**src/shared/timer_defines.svh**
```systemverilog
// register offsets, field positions and reset values of the timer block
`ifndef TIMER_DEFINES_SVH
`define TIMER_DEFINES_SVH
`define OFF_DIRECTION   8'h18
`define OFF_CHAN_ENPOL  8'h20
`define OFF_COUNT       8'h24
`define OFF_PRESCALE    8'h28
`define OFF_RELOAD      8'h2C
`define OFF_REPEAT      8'h30
`define OFF_CH1_VALUE   8'h34
`define OFF_CH2_VALUE   8'h38
`define OFF_CH3_VALUE   8'h3C
`define OFF_CH4_VALUE   8'h40
`define OFF_BRAKE_CTRL  8'h44
`define ENPOL_WMASK     16'h3FFF
`define REPEAT_WMASK    16'h00FF
`define DIRSEL_WMASK    16'h00FF
`define BRK_MOE_BIT     15
`define BRK_RUN_OFFSTATE_SELECT_BIT    11
`define BRK_IDLE_OFFSTATE_SELECT_BIT    10
`define BRK_LOCK_LSB    8
`define BRK_IDLE_LSB    0
`define BRK_WMASK       16'h8FFF
`define LOCK_LEVEL2     2'h2
`define LOCK_NONE       2'h0
`define ENPOL_LOCK_WMASK 16'h1555
`define ZERO32          32'h0000_0000
`define ZERO16          16'h0000
`define ONE16           16'h0001
`define ZERO8           8'h00
`define DIR_OUTPUT      2'h0
`endif

```
**src/shared/timer_pkg.sv**
```systemverilog
// types shared by the timer block
package timer_pkg;
   typedef logic [15:0] word16_t;
   typedef logic [1:0]  dirsel_t;
endpackage
```
**src/hw/adv_timer.sv**
```systemverilog
// advanced timer: enable/polarity, counter, prescaler, reload, repeat, compare
`timescale 1ns/1ns
`include "timer_defines.svh"
// Overview of operation
// - output polarity bit set makes output active low
// - input polarity set captures on falling edge
// - polarity writes ignored at lock level two or three
// - output enable routes compare output to pin
// - input enable gates counter capture into value register
// - four main pairs, three complementary pairs of bits
// - channel four polarity/enable only, top bits zero
// - counter reads live, writable, resets to zero
// - counter clock is input divided by prescaler plus one
// - reload value reloads counter; zero stops it
// - repeat count eight bits, upper byte zero
// - four sixteen-bit compare/capture registers reset zero
// - brake clears main output enable one cycle after its two-stage sync
// - direction field selects compare or capture meaning
module adv_timer (
   input  wire logic        clk,
   input  wire logic        reset,
   input  wire logic        psel,
   input  wire logic        penable,
   input  wire logic        pwrite,
   input  wire logic [7:0]  paddr,
   input  wire logic [31:0] pwdata,
   output logic      [31:0] prdata,
   output logic             pready,
   output logic             pslverr,
   input  wire logic [3:0]  chanIn,
   input  wire logic        brakeIn,
   output logic      [3:0]  chanOut,
   output logic      [3:0]  chanOutEn,
   output logic      [2:0]  compOut,
   output logic      [2:0]  compOutEn,
   output logic             updateEvent
);
   // ****************************************
   // register state
   // ****************************************
   timer_pkg::word16_t enPol_r;
   timer_pkg::word16_t count_r;
   timer_pkg::word16_t divLoad_r;
   timer_pkg::word16_t divActive_r;
   timer_pkg::word16_t divCount_r;
   timer_pkg::word16_t reload_r;
   logic [7:0]         repeatLoad_r;
   logic [7:0]         repeatCount_r;
   timer_pkg::word16_t value_r [4];
   logic [7:0]         dirSel_r;
   timer_pkg::word16_t brake_r;
   logic               lockSet_r;
   logic [3:0]         inSync1_r;
   logic [3:0]         inSync2_r;
   logic [3:0]         inPrev_r;
   logic               brkSync1_r;
   logic               brkSync2_r;

   logic        wrEn;
   logic        divTick;
   logic        overflow;
   logic        update;
   logic [1:0]  lockLevel;
   logic        main_output_enable;
   logic [15:0] enPolMask;
   logic [31:0] readWord;
   logic [3:0]  capEdge;
   logic [3:0]  isOutput;
   logic [3:0]  cmpActive;
   logic [3:0]  mainEn;
   logic [3:0]  mainPol;
   logic [3:0]  idleLvl;

   // ****************************************
   // bus slave
   // ****************************************
   // zero wait states: every access completes in its first access cycle
   assign pready  = 1'b1;
   assign wrEn    = psel & penable & pwrite;
   assign lockLevel = brake_r[`BRK_LOCK_LSB +: 2];
   assign main_output_enable     = brake_r[`BRK_MOE_BIT];

   always_comb begin
      if (lockLevel >= `LOCK_LEVEL2) begin
         enPolMask = `ENPOL_WMASK & `ENPOL_LOCK_WMASK;
      end else begin
         enPolMask = `ENPOL_WMASK;
      end
   end

   always_comb begin
      pslverr  = 1'b0;
      readWord = `ZERO32;
      case (paddr)
         `OFF_DIRECTION:  readWord = {24'h00_0000, dirSel_r};
         `OFF_CHAN_ENPOL: readWord = {16'h0000, enPol_r & `ENPOL_WMASK};
         `OFF_COUNT:      readWord = {16'h0000, count_r};
         `OFF_PRESCALE:   readWord = {16'h0000, divLoad_r};
         `OFF_RELOAD:     readWord = {16'h0000, reload_r};
         `OFF_REPEAT:     readWord = {24'h00_0000, repeatLoad_r};
         `OFF_CH1_VALUE:  readWord = {16'h0000, value_r[0]};
         `OFF_CH2_VALUE:  readWord = {16'h0000, value_r[1]};
         `OFF_CH3_VALUE:  readWord = {16'h0000, value_r[2]};
         `OFF_CH4_VALUE:  readWord = {16'h0000, value_r[3]};
         `OFF_BRAKE_CTRL: readWord = {16'h0000, brake_r};
         default:         pslverr = psel & penable;
      endcase
   end

   // read word is taken in the setup cycle so prdata leaves a flop;
   // a live count therefore reads as it stood one cycle earlier
   always_ff @(posedge clk) begin
      if (reset) begin
         prdata <= `ZERO32;
      end else if (psel && !penable && !pwrite) begin
         prdata <= readWord;
      end
   end

   always_ff @(posedge clk) begin
      if (reset) begin
         enPol_r <= `ZERO16;
      end else if (wrEn && paddr == `OFF_CHAN_ENPOL) begin
         enPol_r <= (enPol_r & ~enPolMask) | (pwdata[15:0] & enPolMask);
      end
   end

   always_ff @(posedge clk) begin
      if (reset) begin
         dirSel_r <= `ZERO8;
      end else if (wrEn && paddr == `OFF_DIRECTION) begin
         dirSel_r <= pwdata[7:0];
      end
   end

   // lock field is written once after reset; brake clears main enable
   always_ff @(posedge clk) begin
      if (reset) begin
         brake_r   <= `ZERO16;
         lockSet_r <= 1'b0;
      end else begin
         if (wrEn && paddr == `OFF_BRAKE_CTRL) begin
            brake_r[`BRK_MOE_BIT] <= pwdata[`BRK_MOE_BIT];
            brake_r[7:0] <= pwdata[7:0];
            if (lockLevel == `LOCK_NONE) begin
               brake_r[`BRK_RUN_OFFSTATE_SELECT_BIT] <= pwdata[`BRK_RUN_OFFSTATE_SELECT_BIT];
               brake_r[`BRK_IDLE_OFFSTATE_SELECT_BIT] <= pwdata[`BRK_IDLE_OFFSTATE_SELECT_BIT];
            end
            if (!lockSet_r) begin
               brake_r[`BRK_LOCK_LSB +: 2] <= pwdata[`BRK_LOCK_LSB +: 2];
               lockSet_r <= 1'b1;
            end
         end
         if (brkSync2_r) begin
            brake_r[`BRK_MOE_BIT] <= 1'b0;
         end
      end
   end

   always_ff @(posedge clk) begin
      if (reset) begin
         reload_r <= `ZERO16;
      end else if (wrEn && paddr == `OFF_RELOAD) begin
         reload_r <= pwdata[15:0];
      end
   end

   always_ff @(posedge clk) begin
      if (reset) begin
         repeatLoad_r <= `ZERO8;
      end else if (wrEn && paddr == `OFF_REPEAT) begin
         repeatLoad_r <= pwdata[7:0];
      end
   end

   always_ff @(posedge clk) begin
      if (reset) begin
         divLoad_r <= `ZERO16;
      end else if (wrEn && paddr == `OFF_PRESCALE) begin
         divLoad_r <= pwdata[15:0];
      end
   end

   // ****************************************
   // input synchronisers
   // ****************************************
   always_ff @(posedge clk) begin
      if (reset) begin
         inSync1_r  <= 4'h0;
         inSync2_r  <= 4'h0;
         inPrev_r   <= 4'h0;
         brkSync1_r <= 1'b0;
         brkSync2_r <= 1'b0;
      end else begin
         inSync1_r  <= chanIn;
         inSync2_r  <= inSync1_r;
         inPrev_r   <= inSync2_r;
         brkSync1_r <= brakeIn;
         brkSync2_r <= brkSync1_r;
      end
   end
   // two-stage sync costs two cycles of brake latency; accepted

   // ****************************************
   // prescaler and counter
   // ****************************************
   // zero reload stops everything
   assign divTick  = (reload_r != `ZERO16) && (divCount_r == divActive_r);
   assign overflow = divTick && (count_r == reload_r);
   // update only when repeat count spent
   assign update   = overflow && (repeatCount_r == `ZERO8);

   always_ff @(posedge clk) begin
      if (reset) begin
         divCount_r  <= `ZERO16;
         divActive_r <= `ZERO16;
      end else begin
         if (reload_r == `ZERO16 || divTick) begin
            divCount_r <= `ZERO16;
         end else begin
            divCount_r <= divCount_r + `ONE16;
         end
         if (update) begin
            divActive_r <= divLoad_r;
         end
      end
   end

   always_ff @(posedge clk) begin
      if (reset) begin
         count_r <= `ZERO16;
      end else if (wrEn && paddr == `OFF_COUNT) begin
         count_r <= pwdata[15:0];
      end else if (overflow) begin
         count_r <= `ZERO16;
      end else if (divTick) begin
         count_r <= count_r + `ONE16;
      end
   end

   always_ff @(posedge clk) begin
      if (reset) begin
         repeatCount_r <= `ZERO8;
      end else if (update) begin
         repeatCount_r <= repeatLoad_r;
      end else if (overflow) begin
         repeatCount_r <= repeatCount_r - 8'h01;
      end
   end

   always_ff @(posedge clk) begin
      if (reset) begin
         updateEvent <= 1'b0;
      end else begin
         updateEvent <= update;
      end
   end

   // ****************************************
   // channels
   // ****************************************
   genvar i;
   generate
      for (i = 0; i < 4; i++) begin : g_chan
         assign isOutput[i] = dirSel_r[2*i +: 2] == `DIR_OUTPUT;
         assign mainEn[i]   = enPol_r[4*i];
         assign mainPol[i]  = enPol_r[4*i+1];
         assign idleLvl[i]  = brake_r[`BRK_IDLE_LSB + 2*i];
         assign cmpActive[i] = count_r < value_r[i];
         assign capEdge[i] = mainPol[i] ? (inPrev_r[i] & ~inSync2_r[i])
                                        : (~inPrev_r[i] & inSync2_r[i]);

         always_ff @(posedge clk) begin
            if (reset) begin
               value_r[i] <= `ZERO16;
            end else if (wrEn && paddr == `OFF_CH1_VALUE + 8'(4*i)) begin
               value_r[i] <= pwdata[15:0];
            end else if (!isOutput[i] && mainEn[i] && capEdge[i]) begin
               value_r[i] <= count_r;
            end
         end

         always_ff @(posedge clk) begin
            if (reset) begin
               chanOut[i]   <= 1'b0;
               chanOutEn[i] <= 1'b1;
            end else if (!isOutput[i]) begin
               chanOut[i]   <= 1'b0;
               chanOutEn[i] <= 1'b1;
            end else if (main_output_enable && mainEn[i]) begin
               chanOut[i]   <= cmpActive[i] ^ mainPol[i];
               chanOutEn[i] <= 1'b0;
            end else if (!main_output_enable && brake_r[`BRK_IDLE_OFFSTATE_SELECT_BIT]) begin
               chanOut[i]   <= idleLvl[i];
               chanOutEn[i] <= 1'b0;
            end else if (main_output_enable && brake_r[`BRK_RUN_OFFSTATE_SELECT_BIT]) begin
               chanOut[i]   <= mainPol[i];
               chanOutEn[i] <= 1'b0;
            end else begin
               chanOut[i]   <= 1'b0;
               chanOutEn[i] <= 1'b1;
            end
         end
      end
      for (i = 0; i < 3; i++) begin : g_comp
         always_ff @(posedge clk) begin
            if (reset) begin
               compOut[i]   <= 1'b0;
               compOutEn[i] <= 1'b1;
            end else if (isOutput[i] && main_output_enable && enPol_r[4*i+2]) begin
               compOut[i]   <= ~cmpActive[i] ^ enPol_r[4*i+3];
               compOutEn[i] <= 1'b0;
            end else if (isOutput[i] && !main_output_enable
                         && brake_r[`BRK_IDLE_OFFSTATE_SELECT_BIT]) begin
               compOut[i]   <= brake_r[`BRK_IDLE_LSB + 2*i + 1];
               compOutEn[i] <= 1'b0;
            end else begin
               compOut[i]   <= 1'b0;
               compOutEn[i] <= 1'b1;
            end
         end
      end
   endgenerate
endmodule

```
**config.mk**
```make
export PLATFORM = sky130hd
export DESIGN_NAME = adv_timer
export DESIGN_NICKNAME = d
export VERILOG_FILES = /design/src/shared/timer_pkg.sv /design/src/hw/adv_timer.sv
export VERILOG_INCLUDE_DIRS = /design/src /design/src/shared
export SDC_FILE = /design/constraint.sdc
export NUM_CORES = 1
export LEC_CHECK = 0
export BUFFER_PORTS_ARGS = -buffer_cell sky130_fd_sc_hd__buf_2
export CORE_MARGIN = 2
export CORE_UTILIZATION = 25
export CTS_BUF_LIST = sky130_fd_sc_hd__clkbuf_4
export DETAILED_ROUTE_END_ITERATION = 6
export SLEW_MARGIN = 20
export SYNTH_ARGS = -nofsm -noshare
export SYNTH_HDL_FRONTEND = slang
export SYNTH_SLANG_ARGS = --single-unit
```
**constraint.sdc**
```tcl
create_clock -name clk -period 5.9 [get_ports clk]
set_input_delay 0.59 -clock clk [delete_from_list [all_inputs] [get_ports clk]]
set_output_delay 0.59 -clock clk [all_outputs]
set_load 0.02 [all_outputs]
```
# Word level (Yosys, flattened, before mapping)
# Memory sizes are Yosys's and may differ from the RTL's.
# Index checks and enable logic that the tools add are counted.
[totals]
ram_bits = 64
n_memories = 1
elab_cells = 251
register_bits = 195
input_bits = 50
out_inout_bits = 49
[classes]
n_bitwise = 45
muxes = 80
n_eq_ne = 13
add_sub_neg = 3
n_reduce_logical = 69
magnitude_cmp = 5
[mem_list]
columns = ["memory", "depth", "word_bits", "read_ports", "rd_ports_with_merged_regs", "write_ports", "line_no", "text"]
rows = [
  ["value_r", 4, 16, 4, 0, 4, "adv_timer.sv:49", "timer_pkg::word16_t value_r [4];"],
]
[ops]
columns = ["cell", "count"]
rows = [
  ["$mux 16", 11],
  ["$pmux 16 s11", 1],
  ["$mux 1", 65],
  ["$eq 8x6->1 const B", 8],
  ["$lt 16x16->1", 4],
  ["$logic_and 1x1->1", 42],
  ["$add 16x1->16 const B", 2],
  ["$eq 16x16->1", 2],
  ["$and 16x14->16", 1],
  ["$and 16x16->16", 1],
  ["$eq 8x7->1 const B", 2],
  ["$logic_not 16->1", 1],
  ["$mux 8", 2],
  ["$not 1->1", 16],
  ["$not 14->16", 1],
  ["$or 16x16->16", 1],
  ["$reduce_bool 16->1", 1],
  ["$mux 14", 1],
  ["$reduce_or 2->1", 6],
  ["$reduce_or 11->1", 1],
  ["$and 1x1->1", 10],
  ["$logic_not 2->1", 5],
  ["$eq 8x5->1 const B", 1],
  ["$logic_not 8->1", 1],
  ["9 further kinds", 29],
]

# Depth between registers and ports, before layout
# Gate-level depths: netlist of run 1.
[depth]
ltp_word = 9
ltp_mapped = 10
depth_no_buf = 9

# Worst setup path after synthesis of run 1
# No wires, ideal clock.
[synth_timing]
kind = "input to register"
startpoint = "input reset"
endpoint = "memory value_r[2][0] (netlist name), enable pin"
arrival_time_ns = 2.299
n_path_buf = 4
path_stages = 5
setup_ns = 0.376
path_slack_ns = 3.226
t_required_ns = 5.524
cell_sequence = "clkbuf_1 > clkbuf_1 > buf_1 > clkbuf_1 > a311o_1"
[synth_rtl]
columns = ["element", "line_no", "text"]
rows = [
  ["from (decl)", "adv_timer.sv:21", "input wire logic reset,"],
  ["to (decl)", "adv_timer.sv:49", ""],
]

# Worst setup path after layout of run 1
[layout_timing]
startpoint = "input paddr[2]"
endpoint = "output pslverr"
[layout_via]
elab_chain_len = 3
word_cells_on_any_way = 13
classes_between = "eq/ne: 11; mux: 1; reduce/logical: 1"
[layout_lines]
columns = ["element", "line_no", "text"]
rows = [
  ["from (decl)", "adv_timer.sv:25", "input wire logic [7:0] paddr,"],
  ["$eq 8x6->1 (tied with other cells)", "adv_timer.sv:94", "case (paddr)"],
  ["$reduce_or 11->1 (no source line) *", "n/a", ""],
  ["$mux 1 *", "adv_timer.sv:94", ""],
  ["to (decl)", "adv_timer.sv:29", "output logic pslverr,"],
]
# Every way passes the cells marked *; elsewhere a longest branch is shown, timed or not.

==> results.sh, run 1 <==
export IMPL_fp_dieH_um=234
export IMPL_seq_area_frac_synth_pct=41.4
export IMPL_synthCells=1516
export IMPL_ctsHoldBuffers=0
export IMPL_via_per_inst=5.31
export IMPL_cts_max_level=3
export IMPL_route_detailed_drc=0
export IMPL_wl_per_cell_um=21.4
export IMPL_io_pin_count=99
export IMPL_dp_hpwl_mm=35.2
export IMPL_cts_sinks=241
export IMPL_worstPathMaxFanout=19
export IMPL_drtIter0Drc=1419
export IMPL_final_cell_area_um2=15000
export IMPL_start_kind="input pin"
export IMPL_dp_cells=2187
export IMPL_worst_setup_path_type="in2out"
export IMPL_finalClockSkew_ns=0.0650
export IMPL_worstRegToRegCells=7
export IMPL_drtPass1Iterations=6
export IMPL_max_slew_margin_rel_pct=29.9
export IMPL_r2r_end="divActive_r[11]"
export IMPL_overflow=0
export IMPL_startpoint="paddr[2]"
export IMPL_yosysUniqueCellTypes=78
export IMPL_start_util_pct=25.2
export IMPL_clk_pin_slew_worst_paths_ns=0.06
export IMPL_route_vias_total=12287
export IMPL_placed_area_um2=14100
export IMPL_end_kind="output pin"
export IMPL_async_reset_ff_share_pct=0
export IMPL_syn_cell_area_um2=13200
export IMPL_cts_tree="done"
export IMPL_power_density_nw_per_um2=238
export IMPL_synth_edff_count=64
export IMPL_rrSetupSlack_ns=2.91
export IMPL_fin_nets=1685
export IMPL_core_area_um2=52300
export IMPL_stdcell_count=2316
export IMPL_irDropWorstVdd_v=0.0000954
export IMPL_syn_to_final_growth_pct=13.7
export IMPL_worstMarginPinSlew_ns=1.05
export IMPL_cts_setup_buffers=0
export IMPL_rsz0062_at_grt="no"
export IMPL_ant_nets=0
export IMPL_slew_viol_final=0
export IMPL_finalSetupViolations=0
export IMPL_drive_above_1_share_pct=15.7
export IMPL_finalHoldViolCount=0
export IMPL_finalSetupTns_ns=0
export IMPL_dieArea_um2=54600
export IMPL_timing_final_crit_share_pct=55.8
export IMPL_place_gp_congestion=0.971
export IMPL_ys_ff_latch=241
export IMPL_wirelength_mm=49.6
export IMPL_grt_pass1_wl_mm=73.1
export IMPL_cts_buffer_depth=3
export IMPL_p_leak_nw=5.70
export IMPL_grt_max_degree=73
export IMPL_r2r_start="count_r[9]"
export IMPL_rows=84
export IMPL_arrival_ns=2.70
export IMPL_grt_pass1_vias=11624
export IMPL_fin_crit_ns=3.29
export IMPL_ys_flop_type="dfxtp_1"
export IMPL_fmax_mhz=304
export IMPL_cp_endpoint="pslverr"
export IMPL_root_buffer="clkbuf_4"
export IMPL_worstPathRequired_ns=5.31
export IMPL_clock_latency_ns=0.75
export IMPL_cts_resized=0
export IMPL_cap_violations=0
export IMPL_port_buffers=65
export IMPL_yosysWarnings=0
export IMPL_cts_buffers=71
export IMPL_hold_class="in2reg"
export IMPL_grt_usage_pct=18.0
export IMPL_die_width_um=234
export IMPL_avgSynthCellArea_um2=8.70
export IMPL_status="finished, final reports clean"
export IMPL_antenna_found_initial=2
-- metrics by stage --
| step | total power, mW | util, % | setup WS (ns) | hold WS (ns) |
|---|---|---|---|---|
| 2_1_floorplan | 1.92 | - | 3.23 | 0.373 |
| 6_report | 3.58 | 28.7 | 2.61 | 0.0747 |
| 5_1_grt | 3.72 | 28.7 | 2.54 | 0.0252 |
| 3_5_place_dp | 2.00 | 26.9 | 2.38 | 0.389 |
| 4_1_cts | 3.62 | 28.6 | 2.66 | 0.00156 |
| 3_3_place_gp | 2.00 | 26.9 | 2.29 | 0.386 |
-- layout make-up --
class                      count  area, um2
timing repair buffer          90        515
clock buffer                 111        833
inverter                      70        263
sequential                   241       5470
tap                          688        861
antenna                        1       2.50
clock inverter                17       72.6
fill                        5596      37300
multi-input combinational   1098       6990
-- worst max-delay path, cell delays in order --
cell and delay (ns):
buf_2 0.26, buf_4 0.30, nor2b_1 0.62, a21oi_1 0.17, o22ai_1 0.16, nand2_1 0.20, and3_1 0.24, buf_2 0.15
-- where the power goes --
| group | internal, mW | leakage (nW) | switching, mW | total [mW] |
|---|---|---|---|---|
| Clock | 0.855 | 0.548 | 0.749 | 1.60 |
| Combinational | 0.0547 | 3.12 | 0.172 | 0.227 |
| Sequential | 1.73 | 2.04 | 0.0210 | 1.75 |
| Total | 2.64 | 5.70 | 0.942 | 3.58 |
-- placed cells by master (no fill, tap or decap), types with 11 or more instances in the layout --
cell type / Yosys / layout
mux2i_1: 27 / 27
nor2b_1: 22 / 20
nand2_1: 250 / 250
o21ai_0: 47 / 47
nor2_1: 87 / 87
buf_2: 21 / 64
buf_4: 17 / 26
nor3_1: 30 / 29
a21oi_1: 136 / 136
nand3_1: 40 / 40
a22oi_1: 41 / 41
ha_1: 63 / 63
clkinv_1: 0 / 11
nand4_1: 20 / 20
a21o_1: 12 / 12
xnor2_1: 41 / 41
dfxtp_1: 177 / 177
a22o_1: 65 / 65
xor2_1: 15 / 15
and3_1: 14 / 14
conb_1: 2 / 17
edfxtp_1: 64 / 64
inv_1: 70 / 70
o22ai_1: 14 / 14
clkbuf_4: 0 / 111
-- cells by family after synthesis --
| family | share of synthesized area [%] |
|---|---|
| fa+ha+maj | 5.97 |
| compound gates | 19.4 |
| mux | 3.24 |
| xor+xnor | 3.72 |
| flops | 41.4 |
| buf+inv | 6.32 |
| other cells | 0.0569 |
| simple gates | 19.9 |
-- how the worst min path moves through the flow --
stage	startpoint	endpoint	slack [ns]	cells past startpoint
2_1_floorplan	brkSync2_r	brake_r[15]	0.37	1
3_3_place_gp	brkSync2_r	brake_r[15]	0.39	1
3_5_place_dp	brkSync2_r	brake_r[15]	0.39	1
4_1_cts	chanIn[0]	inSync1_r[0]	0.002	2
5_1_grt	chanIn[0]	inSync1_r[0]	0.03	2
6_report	chanIn[3]	inSync1_r[3]	0.07	2
-- flip-flops by register name, indices dropped and copies added, names as in the netlist, 13 cells and up, named ones only --
| register | count |
|---|---|
| brake_r | 13 |
| count_r | 16 |
| divActive_r | 16 |
| divCount_r | 16 |
| divLoad_r | 16 |
| prdata | 16 |
| reload_r | 16 |
| value_r | 64 |
-- Yosys cell counts (8+ instances only) --
cell type,n,share of area (%)
a22oi_1,41,2.3
nor3_1,30,1.1
o221ai_1,8,0.53
ha_1,63,6.0
nor2b_1,22,1.0
a22o_1,65,4.3
and3_1,14,0.66
nor4_1,8,0.38
nand2_1,250,7.1
buf_4,17,0.97
nor2_1,87,2.5
a211oi_1,8,0.46
o21ai_0,47,1.8
a21oi_1,136,5.2
buf_1,9,0.26
xor2_1,15,1.0
nand3_1,40,1.5
nand4_1,20,0.95
o22ai_1,14,0.66
a21o_1,12,0.68
dfxtp_1,177,27
inv_1,70,2.0
xnor2_1,41,2.7
clkbuf_1,70,2.0
mux2i_1,27,2.0
edfxtp_1,64,15
buf_2,21,0.80
or3_1,8,0.38
-- metal layers --
| metal | global-route usage [%] | routed length (um) | part of all wire, % |
|---|---|---|---|
| met1 | 23.7 | 20400 | 41 |
| met5 | 0 | 0 | 0 |
| met3 | 4.20 | 5110 | 10 |
| met2 | 28.1 | 22000 | 44 |
| met4 | 8.19 | 2120 | 4.3 |
Note: power is estimated with default switching activity, not from simulation.
==> run 2, diff against run 1 <==
Settings changed: ABC_AREA set to 1.
Clock period 5.9 ns to 3.37 ns, I/O delays scaled along.
==> results.sh, run 2 <==
export IMPL_fin_crit_ns=2.63
export IMPL_syn_to_final_growth_pct=15.9
export IMPL_avgSynthCellArea_um2=7.18
export IMPL_root_buffer="clkbuf_4"
export IMPL_yosysMostFrequentCell="nand2_1"
export IMPL_synthCells=1901
export IMPL_layout_commonest_cell="nand2_1"
export IMPL_start_util_pct=25.3
export IMPL_cts_tree="done"
export IMPL_ctsHoldBuffers=17
export IMPL_worstPathMaxFanout=28
export IMPL_synth_commonest_cells="nand2_1 (388), inv_1 (244), nor2_1 (215)"
export IMPL_clock_latency_ns=0.78
export IMPL_fmax_mhz=380
export IMPL_yosys_area_top_type="dfxtp_1"
export IMPL_timing_final_crit_share_pct=78.1
export IMPL_cts_resized=0
export IMPL_grt_usage_pct=16.5
export IMPL_yosysUniqueCellTypes=45
export IMPL_holdPathStages=3
export IMPL_irDropWorstVdd_v=0.000193
export IMPL_wirelength_mm=46.7
export IMPL_synth_top_cells_by_area="dfxtp_1 (26%), edfxtp_1 (14%), nand2_1 (11%)"
export IMPL_finalClockSkew_ns=0.0577
export IMPL_largest_register_ffs=64
export IMPL_cts_buffers=71
export IMPL_p_leak_nw=6.87
export IMPL_clk_pin_slew_worst_paths_ns=0.07
export IMPL_synth_edff_count=64
export IMPL_rsz0062_at_grt="no"
export IMPL_ys_ff_latch=241
export IMPL_async_reset_ff_share_pct=0
export IMPL_route_detailed_drc=0
export IMPL_via_per_inst=4.83
export IMPL_finalSetupViolations=0
export IMPL_worstRegToRegCells=11
export IMPL_timing_hold_worst_start="pwdata[2]"
export IMPL_worst_setup_path_type="reg2reg"
export IMPL_overflow=0
export IMPL_finalSetupTns_ns=0
export IMPL_fp_dieH_um=238
export IMPL_ant_nets=0
export IMPL_max_slew_margin_rel_pct=29.4
export IMPL_top_register="value_r"
export IMPL_fin_nets=2135
export IMPL_cts_setup_buffers=0
export IMPL_rows=85
export IMPL_grt_pass1_vias=12963
export IMPL_grt_max_degree=61
export IMPL_r2r_start="count_r[9]"
export IMPL_status="finished, final reports clean"
export IMPL_route_vias_total=13374
export IMPL_port_buffers=65
export IMPL_cts_sinks=241
export IMPL_worstPathRequired_ns=3.99
export IMPL_hold_class="in2reg"
export IMPL_rrSetupSlack_ns=0.74
export IMPL_grt_pass1_wl_mm=71.9
export IMPL_die_width_um=238
export IMPL_io_pin_count=99
export IMPL_startpoint="count_r[9]"
export IMPL_power_density_nw_per_um2=400
export IMPL_end_kind="flop"
export IMPL_cts_max_level=3
export IMPL_dieArea_um2=56500
export IMPL_mostFrequentLayoutCells="nand2_1 (388), inv_1 (243), nor2_1 (215), dfxtp_1 (177), a21oi_1 (154)"
export IMPL_drtIter0Drc=1171
export IMPL_wl_per_cell_um=16.9
export IMPL_dp_hpwl_mm=35.1
export IMPL_slew_viol_final=0
export IMPL_start_kind="flop"
export IMPL_drive_above_1_share_pct=13.4
export IMPL_ys_flop_type="dfxtp_1"
export IMPL_fin_hold_ws_ns=0.0372
export IMPL_finalHoldViolCount=0
export IMPL_place_gp_congestion=0.978
export IMPL_cts_buffer_depth=3
export IMPL_antenna_found_initial=2
export IMPL_cap_violations=0
export IMPL_yosysWarnings=0
export IMPL_worstMarginPinSlew_ns=1.06
export IMPL_syn_cell_area_um2=13600
export IMPL_core_area_um2=53900
export IMPL_arrival_ns=3.25
export IMPL_fin_util_pct=29.3
export IMPL_seq_area_frac_synth_pct=40.1
export IMPL_drtPass1Iterations=5
export IMPL_synth_top_area_share_pct=26.0
[run 2: cell types whose count changed after synthesis, sizes merged, moves of 39 or more]
cell   before  now
nor2       90  233
o22ai      14   62
xnor2      41    2
a22o       65    0
a22oi      41    0
nand2     250  396
inv        70  277
nand3      41   98
o21ai      48  148
[run 2: path summary, 6_finish.rpt]
path	end
setup / recovery	repeatCount_r[5]
hold / removal	reload_r[2]
setup reg to reg	repeatCount_r[5]
hold reg to reg	inSync2_r[3]
[run 2: cell type report]
type                    instances  area [um2]
flip-flops and latches        241        5470
clock inverters                21         174
multi-input cells            1309        6740
fillers                      5785       38100
clock buffers                 101         758
well taps                     696         871
repair buffers                115         743
diodes                          2        5.00
inverters                     284        1070
[run 2: cells by family (layout without fill, tap and decap cells)]
group                      after synthesis  count (layout)  synth area share (%)
AOI/OAI and AO/OA                      396             396                  15.7
xor gates and xnor gates                22              22                  1.41
adders and majority gates               63              63                  5.78
buffers and inverters                  366             521                  11.0
DFF                                    241             241                  40.1
other                                    2              19                0.0550
and+or+nand+nor                        811             811                  26.0
[run 2: metrics by stage]
step	area (um2)	setup WS [ns]	std cells	total power, mW
2_1_floorplan	13700	1.10	1916	3.32
3_3_place_gp	14700	0.761	2628	3.44
3_5_place_dp	14700	0.720	2628	3.45
4_1_cts	15800	0.832	2767	6.39
5_1_grt	15800	0.579	2769	6.59
6_report	15800	0.740	2769	6.33
[run 2: power by group]
group	switching, mW	internal, mW
clock	1.32	1.61
sequential	0.0185	3.01
combinational	0.269	0.103
total	1.61	4.72
[run 2: critical path, stage by stage (launching register included)]
cell and delay, ns:
dfxtp_1 0.73, inv_2 0.27, nand2_1 0.14, nand2_1 0.06
nor2_1 0.10, nand2_1 0.06, nor2_1 0.16, nand2_2 0.30
nor2_8 0.42, o211ai_1 0.14, nand2_1 0.09, inv_1 0.04
[run 2: routing by layer]
layer / wire (um) / global-route usage, %
met1: 18900 / 20.3
met2: 20700 / 25.8
met3: 3680 / 3.11
met4: 3420 / 11.9
met5: 0 / 0
